### src/hw/hsib_pkg.sv
// package: register map, field positions, reset values and carrier types of the status bank
package hsib_pkg;

  // register offsets
  localparam logic [7:0] ADDR_SOFT_RESET = 8'h00;
  localparam logic [7:0] ADDR_LIVE_STATUS = 8'h01;
  localparam logic [7:0] ADDR_EVENT_FLAGS = 8'h02;
  localparam logic [7:0] ADDR_EVENT_MASK = 8'h03;
  localparam logic [7:0] ADDR_STATE_READBACK = 8'h3f;
  localparam logic [7:0] ADDR_MEASURE_A = 8'h4f;
  localparam logic [7:0] ADDR_MEASURE_B = 8'h50;
  localparam logic [7:0] ADDR_MEASURE_C = 8'h51;
  localparam logic [7:0] ADDR_CHIP_ID_HIGH = 8'h57;
  localparam logic [7:0] ADDR_CHIP_ID_LOW = 8'h58;

  // status, flag and mask bit positions
  localparam int BIT_UNDERVOLTAGE = 5;
  localparam int BIT_FIFO_LOW = 4;
  localparam int BIT_FIFO_HIGH = 3;
  localparam int BIT_OVERCURRENT = 2;
  localparam int BIT_OVERTEMP = 1;
  localparam int BIT_PLAYBACK_FINISHED = 0;
  localparam logic [7:0] EVENT_BITS = 8'h3f;
  localparam logic [7:0] MASK_UNUSED_ONES = 8'hc0;

  // values after reset, and the code that triggers a software reset
  localparam logic [7:0] SOFT_RESET_RESET = 8'h00;
  localparam logic [7:0] LIVE_STATUS_RESET = 8'h10;
  localparam logic [7:0] EVENT_FLAGS_RESET = 8'h10;
  localparam logic [7:0] EVENT_MASK_RESET = 8'hff;
  localparam logic [7:0] SOFTWARE_RESET_CODE = 8'haa;

  // plain read/write configuration registers with their defaults
  localparam int CFG_COUNT = 20;
  localparam logic [CFG_COUNT-1:0][7:0] CFG_ADDRS = {
    8'h5d, 8'h56, 8'h53, 8'h52, 8'h4e, 8'h4d, 8'h4c, 8'h4b, 8'h4a, 8'h49,
    8'h48, 8'h47, 8'h46, 8'h45, 8'h44, 8'h43, 8'h42, 8'h41, 8'h40, 8'h3e};
  localparam logic [CFG_COUNT-1:0][7:0] CFG_DEFAULTS = {
    8'h00, 8'h03, 8'h08, 8'h00, 8'h04, 8'h24, 8'h00, 8'h32, 8'hbf, 8'h28,
    8'ha0, 8'h00, 8'h88, 8'h0a, 8'h28, 8'h80, 8'h00, 8'h00, 8'h00, 8'h1b};

  // serial bus figures
  localparam logic [6:0] DEVICE_ADDR_DEFAULT = 7'h5a;
  localparam logic [3:0] BITS_PER_BYTE = 4'h8;

  typedef enum logic [3:0] {
    HSIB_IDLE = 4'b0000,
    HSIB_ADDR = 4'b0001,
    HSIB_ADDR_ACK = 4'b0010,
    HSIB_REG = 4'b0011,
    HSIB_REG_ACK = 4'b0100,
    HSIB_WDATA = 4'b0101,
    HSIB_WDATA_ACK = 4'b0110,
    HSIB_RDATA = 4'b0111,
    HSIB_RACK = 4'b1000
  } hsib_bus_state_type;

  // live conditions reported by the rest of the device
  typedef struct packed {
    logic undervoltage_live;
    logic fifo_low_live;
    logic fifo_high_live;
    logic overcurrent_live;
    logic overtemp_live;
    logic playback_finished_live;
  } hsib_live_type;

  // serial bus pins as seen by the block
  typedef struct packed {
    logic scl;
    logic sda;
  } hsib_bus_pins_type;

endpackage : hsib_pkg

### src/hw/hsib_status_bank.sv
// status, flag and mask registers of the haptic driver with its serial register port
//
// What this block does
// - writing 0xaa to soft reset returns every configuration register to default
// - status bit 5 shows supply presently below undervoltage threshold
// - status bit 4 shows streaming fifo almost empty; reads 1 after reset
// - status bit 3 shows streaming fifo presently almost full
// - status bit 2 shows an overcurrent condition in progress
// - status bit 1 shows an overtemperature condition in progress
// - status bit 0 shows playback finished and device heading to standby
// - flags 5..0 latch their status bit since last read; reading clears them
// - a latched flag pulls the interrupt low only when its mask is 0
// - after reset all six masks are 1 and upper two mask bits read 1
// - after reset only fifo-low flag is 1; upper two flag bits read 0
`timescale 1ns/1ps
`default_nettype none

module hsib_status_bank #(
  parameter logic [6:0] DEVICE_ADDR = hsib_pkg::DEVICE_ADDR_DEFAULT,
  // arbitrary identification values
  parameter logic [7:0] CHIP_ID_HIGH = 8'h5c,
  parameter logic [7:0] CHIP_ID_LOW = 8'h21
) (
  // clock and reset
  input wire logic ref_clk_in,
  input wire logic rst_n_in,
  // live conditions
  input wire hsib_pkg::hsib_live_type live_in,
  // serial register port, open drain data
  input wire hsib_pkg::hsib_bus_pins_type bus_in,
  output logic sda_out,
  output logic sda_oe_out,
  // interrupt pin and configuration view
  output logic irq_out_n,
  output logic [hsib_pkg::CFG_COUNT-1:0][7:0] cfg_out
);

  typedef struct packed {
    logic scl_q;
    logic sda_q;
    hsib_pkg::hsib_bus_state_type state;
    logic [3:0] bit_cnt;
    logic [7:0] shift;
    logic [7:0] ptr;
    logic nack;
    logic sda_low;
    logic sda_oe;
    logic [7:0] soft_reset;
    logic [7:0] live;
    logic [7:0] flags;
    logic [7:0] mask;
    logic [hsib_pkg::CFG_COUNT-1:0][7:0] cfg;
    logic irq_n;
  } hsib_state_type;

  hsib_state_type st_reg;
  hsib_state_type st_next;

  // write and read-load strobes, also watched by the checks
  logic wr_en;
  logic [7:0] wr_addr;
  logic [7:0] wr_data;
  logic rd_load;
  logic [7:0] rd_addr;

  function automatic logic [5:0] cfg_lookup(input logic [7:0] addr);
    logic [5:0] res;
    res = 6'h3f;
    for (int i = 0; i < hsib_pkg::CFG_COUNT; i++) begin
      if (hsib_pkg::CFG_ADDRS[i] == addr) begin
        res = 6'(i);
      end
    end
    return res;
  endfunction : cfg_lookup

  function automatic logic [7:0] read_value(input hsib_state_type s, input logic [7:0] addr);
    logic [7:0] val;
    logic [5:0] idx;
    val = 8'h00;
    idx = cfg_lookup(addr);
    if (addr == hsib_pkg::ADDR_SOFT_RESET) begin
      val = s.soft_reset;
    end else if (addr == hsib_pkg::ADDR_LIVE_STATUS) begin
      val = s.live;
    end else if (addr == hsib_pkg::ADDR_EVENT_FLAGS) begin
      val = s.flags;
    end else if (addr == hsib_pkg::ADDR_EVENT_MASK) begin
      val = s.mask;
    end else if (addr == hsib_pkg::ADDR_CHIP_ID_HIGH) begin
      val = CHIP_ID_HIGH;
    end else if (addr == hsib_pkg::ADDR_CHIP_ID_LOW) begin
      val = CHIP_ID_LOW;
    end else if (idx != 6'h3f) begin
      val = s.cfg[idx[4:0]];
    end
    // engine readbacks and unmapped locations read zero
    return val;
  endfunction : read_value

  logic scl_rise;
  logic scl_fall;
  logic start_cond;
  logic stop_cond;

  assign scl_rise = bus_in.scl & ~st_reg.scl_q;
  assign scl_fall = ~bus_in.scl & st_reg.scl_q;
  assign start_cond = bus_in.scl & st_reg.scl_q & st_reg.sda_q & ~bus_in.sda;
  assign stop_cond = bus_in.scl & st_reg.scl_q & ~st_reg.sda_q & bus_in.sda;

  always_comb begin
    logic [7:0] rd_byte;
    logic [5:0] widx;
    logic [7:0] raw_live;
    st_next = st_reg;
    wr_en = 1'b0;
    wr_addr = st_reg.ptr;
    wr_data = st_reg.shift;
    rd_load = 1'b0;
    rd_addr = st_reg.ptr;
    rd_byte = 8'h00;
    widx = 6'h3f;
    raw_live = 8'h00;
    st_next.scl_q = bus_in.scl;
    st_next.sda_q = bus_in.sda;
    st_next.sda_low = 1'b0;

    // serial protocol: sample on scl rise, change data on scl fall
    // start and stop outrank scl edges, so a repeated start recovers from any state
    if (start_cond) begin
      st_next.state = hsib_pkg::HSIB_ADDR;
      st_next.bit_cnt = 4'h0;
      st_next.sda_oe = 1'b0;
    end else if (stop_cond) begin
      st_next.state = hsib_pkg::HSIB_IDLE;
      st_next.sda_oe = 1'b0;
    end else if (scl_rise) begin
      case (st_reg.state)
        hsib_pkg::HSIB_ADDR, hsib_pkg::HSIB_REG, hsib_pkg::HSIB_WDATA: begin
          st_next.shift = {st_reg.shift[6:0], bus_in.sda};
          st_next.bit_cnt = st_reg.bit_cnt + 4'h1;
        end
        hsib_pkg::HSIB_RDATA: begin
          st_next.bit_cnt = st_reg.bit_cnt + 4'h1;
        end
        hsib_pkg::HSIB_RACK: begin
          st_next.nack = bus_in.sda;
        end
        default: begin
        end
      endcase
    end else if (scl_fall) begin
      case (st_reg.state)
        hsib_pkg::HSIB_ADDR: begin
          if (st_reg.bit_cnt == hsib_pkg::BITS_PER_BYTE) begin
            if (st_reg.shift[7:1] == DEVICE_ADDR) begin
              st_next.state = hsib_pkg::HSIB_ADDR_ACK;
              st_next.nack = st_reg.shift[0];
              st_next.sda_oe = 1'b1;
            end else begin
              // another device is addressed; stay off the bus until the next start
              st_next.state = hsib_pkg::HSIB_IDLE;
            end
          end
        end
        hsib_pkg::HSIB_ADDR_ACK: begin
          st_next.bit_cnt = 4'h0;
          if (st_reg.nack) begin
            // read direction: the nack field held the direction bit here
            rd_load = 1'b1;
            rd_byte = read_value(st_reg, st_reg.ptr);
            st_next.shift = rd_byte;
            st_next.sda_oe = ~rd_byte[7];
            st_next.ptr = st_reg.ptr + 8'h01;
            st_next.state = hsib_pkg::HSIB_RDATA;
          end else begin
            st_next.sda_oe = 1'b0;
            st_next.state = hsib_pkg::HSIB_REG;
          end
        end
        hsib_pkg::HSIB_REG: begin
          if (st_reg.bit_cnt == hsib_pkg::BITS_PER_BYTE) begin
            st_next.ptr = st_reg.shift;
            st_next.sda_oe = 1'b1;
            st_next.state = hsib_pkg::HSIB_REG_ACK;
          end
        end
        hsib_pkg::HSIB_WDATA: begin
          if (st_reg.bit_cnt == hsib_pkg::BITS_PER_BYTE) begin
            wr_en = 1'b1;
            st_next.ptr = st_reg.ptr + 8'h01;
            st_next.sda_oe = 1'b1;
            st_next.state = hsib_pkg::HSIB_WDATA_ACK;
          end
        end
        hsib_pkg::HSIB_REG_ACK, hsib_pkg::HSIB_WDATA_ACK: begin
          st_next.sda_oe = 1'b0;
          st_next.bit_cnt = 4'h0;
          st_next.state = hsib_pkg::HSIB_WDATA;
        end
        hsib_pkg::HSIB_RDATA: begin
          if (st_reg.bit_cnt == hsib_pkg::BITS_PER_BYTE) begin
            st_next.sda_oe = 1'b0;
            st_next.state = hsib_pkg::HSIB_RACK;
          end else begin
            // bit 7 went out at load; each fall presents the next lower bit
            st_next.shift = {st_reg.shift[6:0], 1'b0};
            st_next.sda_oe = ~st_reg.shift[6];
          end
        end
        hsib_pkg::HSIB_RACK: begin
          if (st_reg.nack) begin
            // master is done; wait for stop or repeated start
            st_next.state = hsib_pkg::HSIB_IDLE;
          end else begin
            rd_load = 1'b1;
            rd_byte = read_value(st_reg, st_reg.ptr);
            st_next.shift = rd_byte;
            st_next.sda_oe = ~rd_byte[7];
            st_next.ptr = st_reg.ptr + 8'h01;
            st_next.bit_cnt = 4'h0;
            st_next.state = hsib_pkg::HSIB_RDATA;
          end
        end
        default: begin
        end
      endcase
    end

    // register writes; the host keeps off reserved locations, so they are dropped
    widx = cfg_lookup(wr_addr);
    if (wr_en) begin
      if (wr_addr == hsib_pkg::ADDR_SOFT_RESET) begin
        st_next.soft_reset = wr_data;
        if (wr_data == hsib_pkg::SOFTWARE_RESET_CODE) begin
          st_next.soft_reset = hsib_pkg::SOFT_RESET_RESET;
          st_next.mask = hsib_pkg::EVENT_MASK_RESET;
          st_next.cfg = hsib_pkg::CFG_DEFAULTS;
        end
      end else if (wr_addr == hsib_pkg::ADDR_EVENT_MASK) begin
        st_next.mask = wr_data | hsib_pkg::MASK_UNUSED_ONES;
      end else if (widx != 6'h3f) begin
        st_next.cfg[widx[4:0]] = wr_data;
      end
    end

    // live status mirrors the conditions, one cycle behind
    raw_live[hsib_pkg::BIT_UNDERVOLTAGE] = live_in.undervoltage_live;
    raw_live[hsib_pkg::BIT_FIFO_LOW] = live_in.fifo_low_live;
    raw_live[hsib_pkg::BIT_FIFO_HIGH] = live_in.fifo_high_live;
    raw_live[hsib_pkg::BIT_OVERCURRENT] = live_in.overcurrent_live;
    raw_live[hsib_pkg::BIT_OVERTEMP] = live_in.overtemp_live;
    raw_live[hsib_pkg::BIT_PLAYBACK_FINISHED] = live_in.playback_finished_live;
    st_next.live = raw_live;

    // flags clear when loaded for transmit; a condition in the same cycle still sets
    if (rd_load && rd_addr == hsib_pkg::ADDR_EVENT_FLAGS) begin
      st_next.flags = 8'h00;
    end
    st_next.flags = (st_next.flags | st_reg.live) & hsib_pkg::EVENT_BITS;

    // irq is built from the next flags and mask so it never trails the flags by a cycle
    st_next.irq_n = ~|(st_next.flags & ~st_next.mask & hsib_pkg::EVENT_BITS);
  end

  always_ff @(posedge ref_clk_in or negedge rst_n_in) begin
    if (!rst_n_in) begin
      st_reg <= '{
        scl_q: 1'b1,
        sda_q: 1'b1,
        state: hsib_pkg::HSIB_IDLE,
        bit_cnt: 4'h0,
        shift: 8'h00,
        ptr: 8'h00,
        nack: 1'b0,
        sda_low: 1'b0,
        sda_oe: 1'b0,
        soft_reset: hsib_pkg::SOFT_RESET_RESET,
        live: hsib_pkg::LIVE_STATUS_RESET,
        flags: hsib_pkg::EVENT_FLAGS_RESET,
        mask: hsib_pkg::EVENT_MASK_RESET,
        cfg: hsib_pkg::CFG_DEFAULTS,
        irq_n: 1'b1
      };
    end else begin
      st_reg <= st_next;
    end
  end

  assign sda_out = st_reg.sda_low;
  assign sda_oe_out = st_reg.sda_oe;
  assign irq_out_n = st_reg.irq_n;
  assign cfg_out = st_reg.cfg;

  // checks
  a_soft_reset_mask: assert property (@(posedge ref_clk_in) disable iff (!rst_n_in)
    wr_en && wr_addr == 8'h00 && wr_data == 8'haa
    |=> st_reg.mask == 8'hff && st_reg.cfg == hsib_pkg::CFG_DEFAULTS)
    else $error("soft reset code did not restore defaults");

  a_live_undervolt: assert property (@(posedge ref_clk_in) disable iff (!rst_n_in)
    live_in.undervoltage_live |=> st_reg.live[5])
    else $error("undervoltage status not mirrored");

  a_live_fifo_low: assert property (@(posedge ref_clk_in) disable iff (!rst_n_in)
    st_reg.live[4] == $past(live_in.fifo_low_live) || $past(!rst_n_in))
    else $error("fifo low status not mirrored");

  a_live_fifo_high: assert property (@(posedge ref_clk_in) disable iff (!rst_n_in)
    !live_in.fifo_high_live |=> !st_reg.live[3])
    else $error("fifo high status stuck");

  a_live_overcurrent: assert property (@(posedge ref_clk_in) disable iff (!rst_n_in)
    live_in.overcurrent_live |=> st_reg.live[2] ##1 st_reg.flags[2])
    else $error("overcurrent status or flag missing");

  a_live_overtemp: assert property (@(posedge ref_clk_in) disable iff (!rst_n_in)
    $rose(live_in.overtemp_live) |=> $rose(st_reg.live[1]))
    else $error("overtemperature status not mirrored");

  a_live_done: assert property (@(posedge ref_clk_in) disable iff (!rst_n_in)
    live_in.playback_finished_live [*2] |-> ##1 st_reg.live[0] && st_reg.flags[0])
    else $error("playback finished status not mirrored");

  a_flag_sticky: assert property (@(posedge ref_clk_in) disable iff (!rst_n_in)
    st_reg.flags[5] && !(rd_load && rd_addr == 8'h02) |=> st_reg.flags[5])
    else $error("flag dropped without a read");

  a_flag_read_clear: assert property (@(posedge ref_clk_in) disable iff (!rst_n_in)
    rd_load && rd_addr == 8'h02 && st_reg.live == 8'h00 |=> st_reg.flags == 8'h00)
    else $error("flag read did not clear");

  a_irq_gating: assert property (@(posedge ref_clk_in) disable iff (!rst_n_in)
    irq_out_n == !(|(st_reg.flags & ~st_reg.mask & 8'h3f)))
    else $error("interrupt pin disagrees with flags and mask");

  a_mask_upper: assert property (@(posedge ref_clk_in) disable iff (!rst_n_in)
    st_reg.mask[7:6] == 2'b11)
    else $error("upper mask bits not ones");

  a_flag_upper: assert property (@(posedge ref_clk_in) disable iff (!rst_n_in)
    st_reg.flags[7:6] == 2'b00)
    else $error("upper flag bits not zero");

  a_irq_release: assert property (@(posedge ref_clk_in) disable iff (!rst_n_in)
    !irq_out_n && rd_load && rd_addr == 8'h02 && st_reg.live == 8'h00 |=> irq_out_n)
    else $error("interrupt not released after flag read");

  a_flag_latch: assert property (@(posedge ref_clk_in) disable iff (!rst_n_in)
    (st_reg.flags & $past(st_reg.live)) == $past(st_reg.live))
    else $error("live condition not latched into its flag");

  a_mask_write: assert property (@(posedge ref_clk_in) disable iff (!rst_n_in)
    wr_en && wr_addr == 8'h03 |=> st_reg.mask == ($past(wr_data) | 8'hc0))
    else $error("mask write not stored with upper bits set");

  a_irq_open: assert property (@(posedge ref_clk_in) disable iff (!rst_n_in)
    (st_reg.live & ~st_reg.mask & 8'h3f) != 8'h00 && !wr_en |=> !irq_out_n)
    else $error("unmasked condition did not pull the interrupt low");

  a_irq_quiet: assert property (@(posedge ref_clk_in) disable iff (!rst_n_in)
    (st_reg.flags & ~st_reg.mask & 8'h3f) == 8'h00 && st_reg.live == 8'h00 && !wr_en
    |=> irq_out_n)
    else $error("interrupt low with nothing unmasked pending");

  a_cfg_hold: assert property (@(posedge ref_clk_in) disable iff (!rst_n_in)
    !wr_en |=> st_reg.cfg == $past(st_reg.cfg))
    else $error("configuration changed without a write");

  a_soft_reset_flags: assert property (@(posedge ref_clk_in) disable iff (!rst_n_in)
    wr_en && wr_addr == 8'h00
    |=> st_reg.flags == (($past(st_reg.flags) | $past(st_reg.live)) & 8'h3f))
    else $error("soft reset disturbed the event flags");

endmodule : hsib_status_bank

`default_nettype wire

### config.mk
export PLATFORM = sky130hd
export DESIGN_NAME = hsib_status_bank
export DESIGN_NICKNAME = d
export VERILOG_FILES = /design/src/hw/hsib_pkg.sv /design/src/hw/hsib_status_bank.sv
export SDC_FILE = /design/constraint.sdc
export NUM_CORES = 1
export LEC_CHECK = 0
export ABC_AREA = 1
export BUFFER_PORTS_ARGS = -buffer_cell sky130_fd_sc_hd__clkbuf_2
export CORE_MARGIN = 2
export CORE_UTILIZATION = 55
export CTS_CLUSTER_SIZE = 10
export DETAILED_ROUTE_END_ITERATION = 7
export GPL_TIMING_DRIVEN = 0
export PLACE_DENSITY = 0.77
export SYNTH_ARGS = -nofsm -noshare
export SYNTH_HDL_FRONTEND = slang
export SYNTH_SLANG_ARGS = --single-unit
### constraint.sdc
create_clock -name ref_clk_in -period 4.8 [get_ports ref_clk_in]
set_clock_uncertainty 0.05 [all_clocks]
set_input_delay 0.24 -clock ref_clk_in [delete_from_list [all_inputs] [get_ports ref_clk_in]]
set_output_delay 0.24 -clock ref_clk_in [all_outputs]
set_load 0.05 [all_outputs]
Word-level counts from Yosys, hierarchy flattened
Cells that the tools add are included.
- flip-flop bits (word level): 217
- input port bits: 10
- output and inout bits: 163
- logic and storage cells: 277
- $add $sub $neg: 2
- order comparisons: 4
- eq/ne operators: 61
- muxes and demuxes: 127
- bitwise logic cells: 20
- reduce and logical (&&, ||, !) cells: 30
- operators by type and width (operator ; count):
    2-to-1 mux 168 bit ; 3
    2-to-1 mux 160 bit ; 2
    2-to-1 mux 8 bit ; 37
    2-to-1 mux 6 bit ; 33
    bitwise mux 160 bit ; 1
    == test 7 x 8 -> 1 bit, first input constant ; 19
    binary-select mux 8 bit (select 5 bit) ; 2
    demux 8 bit (select 5 bit) ; 1
    case mux 8 bit (4 select lines) ; 1
    2-to-1 mux 4 bit ; 7
    inequality test 4 bit, second input constant ; 7
    case mux 4 bit (7 select lines) ; 1
    2-to-1 mux 1 bit ; 27
    2-to-1 mux 25 bit ; 1
    case mux 8 bit (3 select lines) ; 1
    2-to-1 mux 21 bit ; 1
    AND reduction 7 bit ; 3
    2-to-1 mux 20 bit ; 1
    < comparator 5 x 6 -> 1 bit, second input constant ; 3
    inequality test 6 bit, second input constant ; 3
    == test 4 x 3 -> 1 bit, second input constant ; 4
    == test 8 x 2 -> 1 bit, second input constant ; 2
    == test 8 x 7 -> 1 bit, second input constant ; 2
    2-to-1 mux 16 bit ; 1
    44 further kinds ; 81

Depth between registers and ports, before layout
Gate-level depths: netlist of run 1.
- word-level depth: 49
- gate-level depth with buffers: 33
- mapped depth without buffers: 33

Worst setup path after synthesis of run 1
Ideal clock, no wire load.
- path kind: reg2reg
- start: reg st_reg, in the netlist rd_addr[0]
- end: reg st_reg, in the netlist wr_data[2]
- library setup time: 117 ps
- arrival: 2738 ps
- data required time: 4633 ps
- setup slack: 1896 ps
- stages on the path, launching flop included: 34
- path buffers: 1
- cells stage by stage: dfrtp_1 > inv_1 > ha_1 > inv_1 > nor2_2 > nand2_2 > nand2_1 > nand2_1 > nand3_1 > nand2_1 > nand3_1 > nand2_1 > nand3_1 > nand2_2 > nand2_4 > nand2_8 > nand2_8 > nand2_4 > buf_6 > or2_0 > nand2_1 > nand2_1 > nand2_1 > nor2_1 > nand2_1 > nand2_1 > nand2_1 > nand2_1 > nand2_1 > nand2_1 > nand2_1 > nand2_1 > nand2_1 > nand2_1
- word-level cells in the longest chain between the ends: 46
- ends and longest elaborated chain (element ; line ; source):
    from (decl) ; hsib_status_bank.sv:56 ; hsib_state_type st_reg;
    from (signal assigned) ; hsib_status_bank.sv:268 ; st_reg <= '{
    from (signal assigned) ; hsib_status_bank.sv:286 ; st_reg <= st_next;
    == test 6 x 8 -> 1 bit ; hsib_status_bank.sv:70 ; if (hsib_pkg::CFG_ADDRS[i] == addr) begin
    2-to-1 mux 6 bit ; hsib_status_bank.sv:70 ;
    2-to-1 mux 6 bit (4 in a row) ; - ;
    2-to-1 mux 6 bit (7 in a row) ; hsib_status_bank.sv:70 ;
    2-to-1 mux 6 bit (7 in a row) ; - ;
    2-to-1 mux 6 bit ; hsib_status_bank.sv:70 ;
    2-to-1 mux 6 bit, on equally long branches ; hsib_status_bank.sv:212, hsib_status_bank.sv:168 ;
    2-to-1 mux 6 bit ; hsib_status_bank.sv:153 ; case (st_reg.state)
    [... 15 more ...] ; - ;
    2-to-1 mux 8 bit ; hsib_status_bank.sv:152 ; end else if (scl_fall) begin
    2-to-1 mux 8 bit ; hsib_status_bank.sv:137 ; end else if (scl_rise) begin
    2-to-1 mux 8 bit ; hsib_status_bank.sv:134 ; end else if (stop_cond) begin
    2-to-1 mux 8 bit ; hsib_status_bank.sv:130 ; if (start_cond) begin
    2-to-1 mux 20 bit or 2-to-1 mux 16 bit (tied branches) ; hsib_status_bank.sv:212, hsib_status_bank.sv:168 ;
    case mux 8 bit (3 select lines) (*) ; hsib_status_bank.sv:153 ;
    2-to-1 mux 25 bit (*) ; hsib_status_bank.sv:152 ;
    2-to-1 mux 12 bit (*) ; hsib_status_bank.sv:137 ;
Every way passes the cells marked *; elsewhere a longest branch is shown, timed or not. The select of a mux whose other input is x is not followed.
A chain may end at the register's enable or synchronous reset.

==> flow_summary.yaml, run 1 <==
routing:
  wl_per_cell_um: 21.8
  dr.pass1.iters: 8
  drcViolationCount: 0
  num_vias: 12336
  vias_per_cell: 5.84
  ant_nets: 0
  dr.first_iter.drc_count: 1371
  routed_wl_mm: 46.0
placement:
  place_ws_ns: 0.597
  dp_cells: 2059
  post_dp_cell_area_mm2: 0.0138
  dpl.hpwl_mm: 33.5
  port_buffers: 171
  gp_congestion: 0.977
grt:
  grt_start_max_net_pins: 97
  gr-total-overflow: 0
  grt_busiest_layer: "met2"
  grtUsageMet2_pct: 59.7
  grt_util_met1_pct: 49.9
  met3_usage_pct: 6.99
  antenna_found_initial: 0
  grt_pass1_vias: 11524
  grt_pass1_wl_mm: 68.7
  grt_use_total_pct: 37.9
worst_setup_path:
  worst_path_most_repeated_cell: "inv_1"
  startpoint_type: "flip-flop"
  timing_worst_setup_path_type: "reg2reg"
  crit_path_end_kind: "flip-flop"
  path_delay_family: "simple AND/OR/NAND/NOR gates"
  crit_chain: "inv_1 -> ha_1 -> nand2_1 -> nor2_1 -> clkinv_1 -> nor2_1 -> inv_1 -> clkbuf_1 -> o211ai_1 -> o21ai_0 -> inv_1"
  cp.required_ns: 5.21
  max_stage_delay_ns: 0.92
  cp.buffers_inverters: 5
  crit_path_max_fanout: 10
  critPathArrivalTime_ns: 4.74
  critPathSlowestCell: "nor2_1"
finish:
  drive_gt1_share_pct: 25.8
  area_delta_synth_final_pct: 16.6
  nets: 1829
  diodes: 0
  postLayoutCellArea_mm2: 0.0146
  instances_no_fill: 2113
timing:
  slew_violations: 0
  tns_ns: 0
  setup_viol: 0
  relSlewSlack_pct: 28.9
  min_period_ns: 4.32
  max_slew.worst_pin.slew_ns: 1.07
  rsz0062_at_grt: "false"
  period_share_pct: 90.1
  timing_hold_violations_final: 0
  worst_slack_ns: 0.475
  fmax_mhz: 231
cts:
  clock_latency_ns: 0.53
  cts_buffers: 25
  cts-htree-levels: 1
  clk_pin_slew_ns: 0.06
  cts_tree: "built"
  clkSinkCount: 216
  cts-root-buf: "clkbuf_16"
  cts_buffer_depth: 3
  cts.repair.resized: 0
logic_synthesis:
  netlist_area_mm2: 0.0126
  yosys.area.top_type: "dfrtp_1"
  netlist_instances: 1600
  synthArstFlopShare_pct: 100
  synth.avg_cell_area_um2: 7.85
  synth_cell_types: 50
  syn_nets: 1619
  synth_edf_count: 0
  synth_common_cells: "nand2_1, inv_1, dfrtp_1, buf_4, o22ai_1"
  netlist.area_leader.share_pct: 34.5
  synth_most_common_cell: "nand2_1"
  synth_warnings: 0
  synthTopCellsByArea: "dfrtp_1, buf_4, dfstp_2"
  synthFlopType: "dfrtp_1"
  synth-seq-area-share_pct: 43.5
  ys_ff_latch: 216
run:
  cap_violations: 0
power_and_ir_drop:
  power.leakage_nw: 7.55
  ir_worst_vdd_uv: 350
  total_power_mw: 6.93
  p_per_area_mw_per_mm2: 473
floorplan:
  core_area_mm2: 0.0225
  placementRows: 55
  start_util_pct: 55.8
  die-area_mm2: 0.0241
  ioPinCount: 173
  die_h_um: 155
  fp.dieW_um: 155
hold_path:
  hold_path_class: "in2async"
run_status:
  outcome: "finished clean"
## final cells by class
class	instances	area, um^2
fillers	2004	7870
flip-flops and latches	216	5460
multi-input cells	905	4620
plain buffers	214	1480
repair buffers	183	1010
inverters	265	1000
clock buffers	45	711
well taps	285	357
## per-layer routing
metal | vias up | wire length, um
met3 | 216 | 5260
met2 | 852 | 20500
li1 | 5520 | -
met5 | - | 0
met4 | 0 | 3110
met1 | 5748 | 17100
## stage by stage
| step | hold WS, ns | utilization [%] |
|---|---|---|
| 2_1_floorplan | -0.106 | - |
| 3_3_place_gp | 0.278 | 61.2 |
| 3_5_place_dp | 0.128 | 61.5 |
| 4_1_cts | 0.174 | 65.0 |
| 5_1_grt | 0.196 | 65.0 |
| 6_report | 0.160 | 65.0 |
## final timing paths
path                                         startpoint                 endpoint  slack, ns  cells after the start
worst max-delay path             rd_addr[0]$_DFFE_PN0P_                flip-flop       0.48                     11
worst min-delay path                           rst_n_in  cfg_out[18]$_DFFE_PN0P_       0.16                      2
worst max register to register   rd_addr[0]$_DFFE_PN0P_                flip-flop       0.48                     11
worst min register to register  st_reg[215]$_DFFE_PN0P_  st_reg[215]$_DFFE_PN0P_       0.43                      1
max in group asynchronous                      rst_n_in    st_reg[181]$_DFF_PN1_       3.71                      3
min in group ref_clk_in                      live_in[4]    st_reg[181]$_DFF_PN1_       0.31                      2
## worst reg2reg max path, delay by kind of cell, from the launching register on
family | cells | cell delay, ns
AOI/OAI and AO/OA | 2 | 0.36
buffers and inverters | 5 | 1.44
and+or+nand+nor | 3 | 1.78
adders and majority gates | 1 | 0.24
DFF | 1 | 0.42
## cells by family after synthesis
family,after synthesis,share of synthesized area [%]
simple gates,495,17.2
buf+inv,479,19.7
compound gates,398,18.6
flops,216,43.5
fa+ha+maj,9,0.897
xor+xnor,2,0.140
other cells,1,0.0299
## what timing repair did
action,CTS,global route
hold buffers,9,0
endpoints found under the hold margin,52,0
setup buffers,0,0
## placed cells by master (no fill, tap or decap), types with 5 or more instances in the layout
master	instances
o21a_1	9
o22ai_1	153
o211ai_1	12
a31oi_1	17
buf_2	17
inv_1	247
clkbuf_16	25
buf_6	5
inv_2	14
a21oi_1	55
nor3_1	20
nand2_1	277
ha_1	9
o21bai_1	5
clkbuf_1	48
nor2_1	109
buf_4	164
o21ai_1	19
nand3_1	44
dlygate4sd3_1	9
clkbuf_2	170
nand2_2	7
o21ai_0	110
dfstp_2	43
nand4_1	12
dfrtp_1	173
## where the power goes
part,switching [mW],total (mW),internal [mW]
Combinational,2.45,3.16,0.706
Sequential,0.125,2.03,1.91
Clock,0.748,1.73,0.986
Power figures use the tool's default switching activity.
==> run 2: changes to the inputs <==
- BUFFER_PORTS_ARGS: -buffer_cell sky130_fd_sc_hd__clkbuf_2 -> default
- DONT_BUFFER_PORTS: default -> 1
- PLACE_DENSITY: 0.77 -> 0.7
==> run 2 against run 1 <==
Net effect:
- the run now ends with negative hold slack left
- count of clock-buffer cells in the layout grew 2
- sequential power about the same
- first-iteration DRC count is 15% lower
- clock power increased by 7%
- flip-flop and latch count unchanged
- via count shrank 6.0%
- cell area fell by 5.8%
- global-route usage is 1.0 points lower
==> flow_summary.yaml, run 2 (same netlist as run 1, synthesis figures left out) <==
cts:
  post_cts_buffers: 0
  cts_buffer_depth: 3
  cts-htree-levels: 1
  cts_buffers: 26
  cts_hold_buf: 8
  clk_pin_slew_ns: 0.05
  cts-root-buf: "clkbuf_16"
  clkSinkCount: 216
  clock_latency_ns: 0.53
  cts.repair.resized: 0
  cts_tree: "built"
power_and_ir_drop:
  p_per_area_mw_per_mm2: 509
  ir_worst_vdd_uv: 346
  power.leakage_nw: 6.89
timing:
  period_share_pct: 91.8
  min_period_ns: 4.40
  timing_hold_violations_final: 216
  tns_ns: 0
  fmax_mhz: 227
  setup_viol: 0
  relSlewSlack_pct: 25.2
  hold_ws_ns: -0.637
  slew_violations: 0
  max_slew.worst_pin.slew_ns: 1.11
  rsz0062_at_grt: "false"
run_status:
  outcome: "finished, violations left"
  violations: "negative hold slack"
placement:
  dpl.hpwl_mm: 32.4
  dp_cells: 1886
  gp_congestion: 1.04
  port_buffers: 0
grt:
  antenna_found_initial: 0
  grt_use_total_pct: 36.9
  grt_pass1_wl_mm: 66.4
  gr-total-overflow: 0
  grt_start_max_net_pins: 217
  grt_pass1_vias: 11156
run:
  cap_violations: 0
finish:
  diodes: 0
  nFillCells: 2056
  final_common_cell: "nand2_1"
  seqCellArea_mm2: 0.00546
  drive_gt1_share_pct: 18.3
  instances_no_fill: 1942
  final_cell_mix: "nand2_1, inv_1, dfrtp_1"
  nets: 1656
  multi_input_area_mm2: 0.00462
  area_delta_synth_final_pct: 9.79
floorplan:
  placementRows: 55
  die-area_mm2: 0.0241
  die_h_um: 155
  core_area_mm2: 0.0225
  fp.dieW_um: 155
  ioPinCount: 173
  start_util_pct: 55.8
routing:
  num_vias: 11595
  vias_per_cell: 5.97
  dr.first_iter.drc_count: 1159
  wl_per_cell_um: 23.2
  ant_nets: 0
  routed_wl_mm: 45.0
  dr.pass1.iters: 8
  drcViolationCount: 0
worst_setup_path:
  crit_path_max_fanout: 10
  max_stage_delay_ns: 0.93
  critPathArrivalTime_ns: 4.82
  crit_path_end_kind: "flip-flop"
  r2r_setup_slack_ns: 0.40
  cp.required_ns: 5.22
  critPathSlowestCell: "nor2_1"
  crit-reg2reg-launch: "rd_addr[0]$_DFFE_PN0P_"
  startpoint_type: "flip-flop"
  timing_worst_setup_path_type: "reg2reg"
  worst_path_most_repeated_cell: "inv_1"
  reg2reg_depth: 11
  crit_chain: "inv_1 -> ha_1 -> nand2_1 -> nor2_1 -> clkinv_1 -> nor2_1 -> inv_1 -> clkbuf_1 -> o211ai_1 -> o21ai_0 -> inv_1"
hold_path:
  hold_path_class: "in2async"
-- run 2: critical path: cells and delay by family, from the launching register on --
kind / cells / cell delay [ns]
AO/OA/AOI/OAI: 2 / 0.33
AND/OR/NAND/NOR: 3 / 1.87
flip-flops: 1 / 0.43
adder cells (fa/ha/maj): 1 / 0.24
buffers and inverters: 5 / 1.41
-- run 2: layout make-up --
cell class / count / share of cell area, %
clock buffers: 47 / 5.66
clock inverters: 1 / 0.0363
repair buffers: 9 / 0.617
well taps: 285 / 2.59
inverters: 265 / 7.27
multi-input cells: 905 / 33.5
plain buffers: 214 / 10.7
flip-flops and latches: 216 / 39.6
-- run 2: per-stage QoR --
stage | utilization (%) | setup slack, ns | total power [mW] | instance area [um^2]
after global routing | 61.3 | 0.205 | 7.18 | 13800
after detailed placement | 57.4 | 0.610 | 5.02 | 12900
after global placement | 57.4 | 0.625 | 5.01 | 12900
after floorplan | - | 1.90 | 3.77 | 12600
final | 61.3 | 0.396 | 7.01 | 13800
after CTS | 61.3 | 0.581 | 6.85 | 13800
-- run 2: report_power, final --
| part | switching, mW | internal (mW) |
|---|---|---|
| clock network | 0.766 | 1.09 |
| logic | 2.42 | 0.694 |
| registers | 0.135 | 1.91 |
-- run 2: routing by layer --
metal,part of all wire [%],global-route usage [%]
met1,39,48.3
met2,45,59.0
met5,0,0
met3,10,6.77
met4,5.9,18.9
-- run 2: worst max path at each step --
stage / start / to / slack [ns] / cells past startpoint
2_1_floorplan: rd_addr[0]$_DFFE_PN0P_ / wr_data[2]$_DFFE_PN0P_ / 1.90 / 33
3_3_place_gp: rd_addr[0]$_DFFE_PN0P_ / cfg_out[65]$_DFFE_PN0P_ / 0.62 / 14
3_5_place_dp: rd_addr[0]$_DFFE_PN0P_ / cfg_out[71]$_DFFE_PN0P_ / 0.61 / 14
4_1_cts: rd_addr[0]$_DFFE_PN0P_ / cfg_out[71]$_DFFE_PN0P_ / 0.58 / 14
5_1_grt: rd_addr[6]$_DFFE_PN0P_ / flip-flop / 0.20 / 12
6_report: rd_addr[0]$_DFFE_PN0P_ / flip-flop / 0.40 / 11
==> run 3: changes to the inputs <==
- ABC_AREA: 1 -> default
- SLEW_MARGIN: default -> 20
==> run 3 against run 2 <==
Net effect:
- the run still ends with negative hold slack left
- largest power group is now the clock network
- highest routed layer is now met5
- final cell count shrank 9.2%
- sequential share of layout area down 0.30 points
- flip-flop and latch count did not move
- sequential power shrank 9%
- worst hold slack got worse by 0.021 ns
- power shrank 44%
- clock power is 2% higher
- utilization is 0.092 points higher
==> flow_summary.yaml, run 3 <==
power_and_ir_drop:
  power.leakage_nw: 6.20
  ir_worst_vdd_uv: 279
  total_power_mw: 3.91
  p_per_area_mw_per_mm2: 282
routing:
  ant_nets: 0
  dr.pass1.iters: 8
  dr.first_iter.drc_count: 1522
  num_vias: 11647
  drcViolationCount: 0
  vias_per_cell: 6.61
  wl_per_cell_um: 27.4
  routed_wl_mm: 48.2
placement:
  port_buffers: 0
  dpl.hpwl_mm: 35.0
  gp_congestion: 1.03
  post_dp_cell_area_mm2: 0.0130
worst_setup_path:
  cp.buffers_inverters: 1
  cp.depth: 11
  path_delay_family: "compound AO/OA/AOI/OAI gates"
  timing_worst_setup_path_type: "reg2reg"
  crit-reg2reg-launch: "rd_addr[0]$_DFFE_PN0P_"
  cp.required_ns: 5.18
  reg2reg_depth: 11
  r2r_setup_slack_ns: 0.32
  crit_chain: "inv_1 -> ha_1 -> or3_1 -> and3_1 -> o21ai_1 -> a21oi_1 -> a22o_1 -> nand4bb_1 -> o31ai_2 -> nor2_1 -> o311a_1"
  critPathSlowestCell: "o21ai_1"
  crit_path_end_kind: "flip-flop"
  r2r_end: "sda_oe_out$_DFFE_PN0P_"
  crit_path_max_fanout: 8
  max_stage_delay_ns: 0.68
  critPathArrivalTime_ns: 4.86
  cp-endpoint: "sda_oe_out$_DFFE_PN0P_"
  crit_path_start: "rd_addr[0]$_DFFE_PN0P_"
  startpoint_type: "flip-flop"
floorplan:
  fp.dieW_um: 156
  core_area_mm2: 0.0226
  start_util_pct: 55.9
  ioPinCount: 173
  die_h_um: 156
  placementRows: 55
  die-area_mm2: 0.0242
finish:
  drive_gt1_share_pct: 19.5
  final_cell_mix: "nand2_1, dfrtp_1, buf_4"
  finish.utilization_pct: 61.3
  postLayoutCellArea_mm2: 0.0139
  area_delta_synth_final_pct: 9.71
  final_common_cell: "nand2_1"
  diodes: 0
  nets: 1477
cts:
  cts_buffer_depth: 3
  clock_latency_ns: 0.55
  cts.repair.resized: 0
  cts-root-buf: "clkbuf_16"
  clk_pin_slew_ns: 0.06
  cts_hold_buf: 8
  post_cts_buffers: 0
  clkSinkCount: 216
  cts-htree-levels: 1
  cts_buffers: 26
  cts_tree: "built"
timing:
  tns_ns: 0
  hold_ws_ns: -0.658
  slew_violations: 0
  timing_hold_violations_final: 216
  fmax_mhz: 223
  min_period_ns: 4.48
  rsz0062_at_grt: "false"
  setup_viol: 0
  max_slew.worst_pin.slew_ns: 1.16
  period_share_pct: 93.3
  relSlewSlack_pct: 22.6
logic_synthesis:
  synth_warnings: 0
  synth_cell_types: 76
  synth-seq-area-share_pct: 43.1
  netlist.area_leader.share_pct: 34.2
  netlist_area_mm2: 0.0127
  synth_common_cells: "nand2_1, dfrtp_1, buf_4, o21ai_0, a21oi_1"
  synthFlopType: "dfrtp_1"
  yosys.area.top_type: "dfrtp_1"
  netlist_instances: 1422
  ys_ff_latch: 216
  synth_most_common_cell: "nand2_1"
  synthTopCellsByArea: "dfrtp_1, buf_4, dfstp_2"
  synth.avg_cell_area_um2: 8.90
  synth_edf_count: 0
  syn_nets: 1441
  synthArstFlopShare_pct: 100
run_status:
  violations: "negative hold slack"
  outcome: "finished, violations left"
hold_path:
  hold_path_class: "in2async"
run:
  cap_violations: 0
grt:
  grt_start_max_net_pins: 217
  grt_pass1_wl_mm: 69.9
  grt_use_total_pct: 39.2
  grt_pass1_vias: 10754
  gr-total-overflow: 0
  antenna_found_initial: 0
## run 3: cell count changes after synthesis, sizes merged, moves of 27 or more
cell | before | now
o22ai | 153 | 30
a22o | 0 | 65
mux2i | 0 | 36
inv | 263 | 23
clkbuf | 29 | 56
a21oi | 58 | 104
nand2 | 290 | 213
nor2 | 117 | 90
## run 3: final cells by class
cell class / instances / area [um^2]
sequential: 216 / 5460
clock inverter: 2 / 46.3
timing repair buffer: 8 / 80.1
tap: 285 / 357
fill: 1995 / 8750
inverter: 23 / 86.3
clock buffer: 46 / 746
multi-input combinational: 936 / 5490
buffer: 247 / 1630
## run 3: worst min-delay path by stage
| stage | from | to | slack, ns | cells past startpoint |
|---|---|---|---|---|
| 2_1_floorplan | rst_n_in | cfg_out[102]$_DFFE_PN0P_ | -0.11 | 0 |
| 4_1_cts | rst_n_in | st_reg[215]$_DFFE_PN0P_ | -0.67 | 0 |
| 3_5_place_dp | rst_n_in | st_reg[213]$_DFFE_PN0P_ | -0.10 | 0 |
| 6_report | rst_n_in | st_reg[188]$_DFFE_PN0P_ | -0.66 | 0 |
| 5_1_grt | rst_n_in | st_reg[215]$_DFFE_PN0P_ | -0.67 | 0 |
| 3_3_place_gp | rst_n_in | st_reg[213]$_DFFE_PN0P_ | -0.10 | 0 |
## run 3: cells by family after synthesis
group	count (synthesis)	share of synthesized area, %
AO/OA/AOI/OAI	435	22.3
XOR/XNOR	1	0.0692
adder cells (fa/ha/maj)	9	0.890
buffers and inverters	270	13.5
flip-flops	216	43.1
multiplexers	52	4.27
other	1	0.0296
AND/OR/NAND/NOR	438	15.8
## run 3: layer usage
metal	GRT usage (%)	vias up	share of wire, %
li1	-	4988	-
met1	55.7	5643	41
met2	55.9	860	41
met3	10.8	154	12
met4	17.4	2	5.1
met5	1.66	-	0.10
## run 3: stage by stage
step,hold WS [ns],cells,setup slack (ns)
2_1_floorplan,-0.106,1422,1.86
3_3_place_gp,-0.102,1707,0.579
3_5_place_dp,-0.103,1707,0.586
4_1_cts,-0.671,1763,0.554
5_1_grt,-0.669,1763,0.355
6_report,-0.658,1763,0.322
## run 3: report_power, final
part | switching (mW) | total, mW | internal [mW] | leakage (nW)
clock | 0.789 | 1.89 | 1.10 | 0.377
sequential | 0.0189 | 1.86 | 1.84 | 2.80
combinational | 0.131 | 0.169 | 0.0373 | 3.02
total | 0.939 | 3.91 | 2.97 | 6.20
## run 3: worst reg2reg max path, stage by stage (launching register included)
cell and delay (ns):
dfrtp_1 0.49, inv_1 0.11, ha_1 0.28, or3_1 0.45
and3_1 0.23, o21ai_1 0.68, a21oi_1 0.43, a22o_1 0.37
nand4bb_1 0.27, o31ai_2 0.56, nor2_1 0.14, o311a_1 0.31
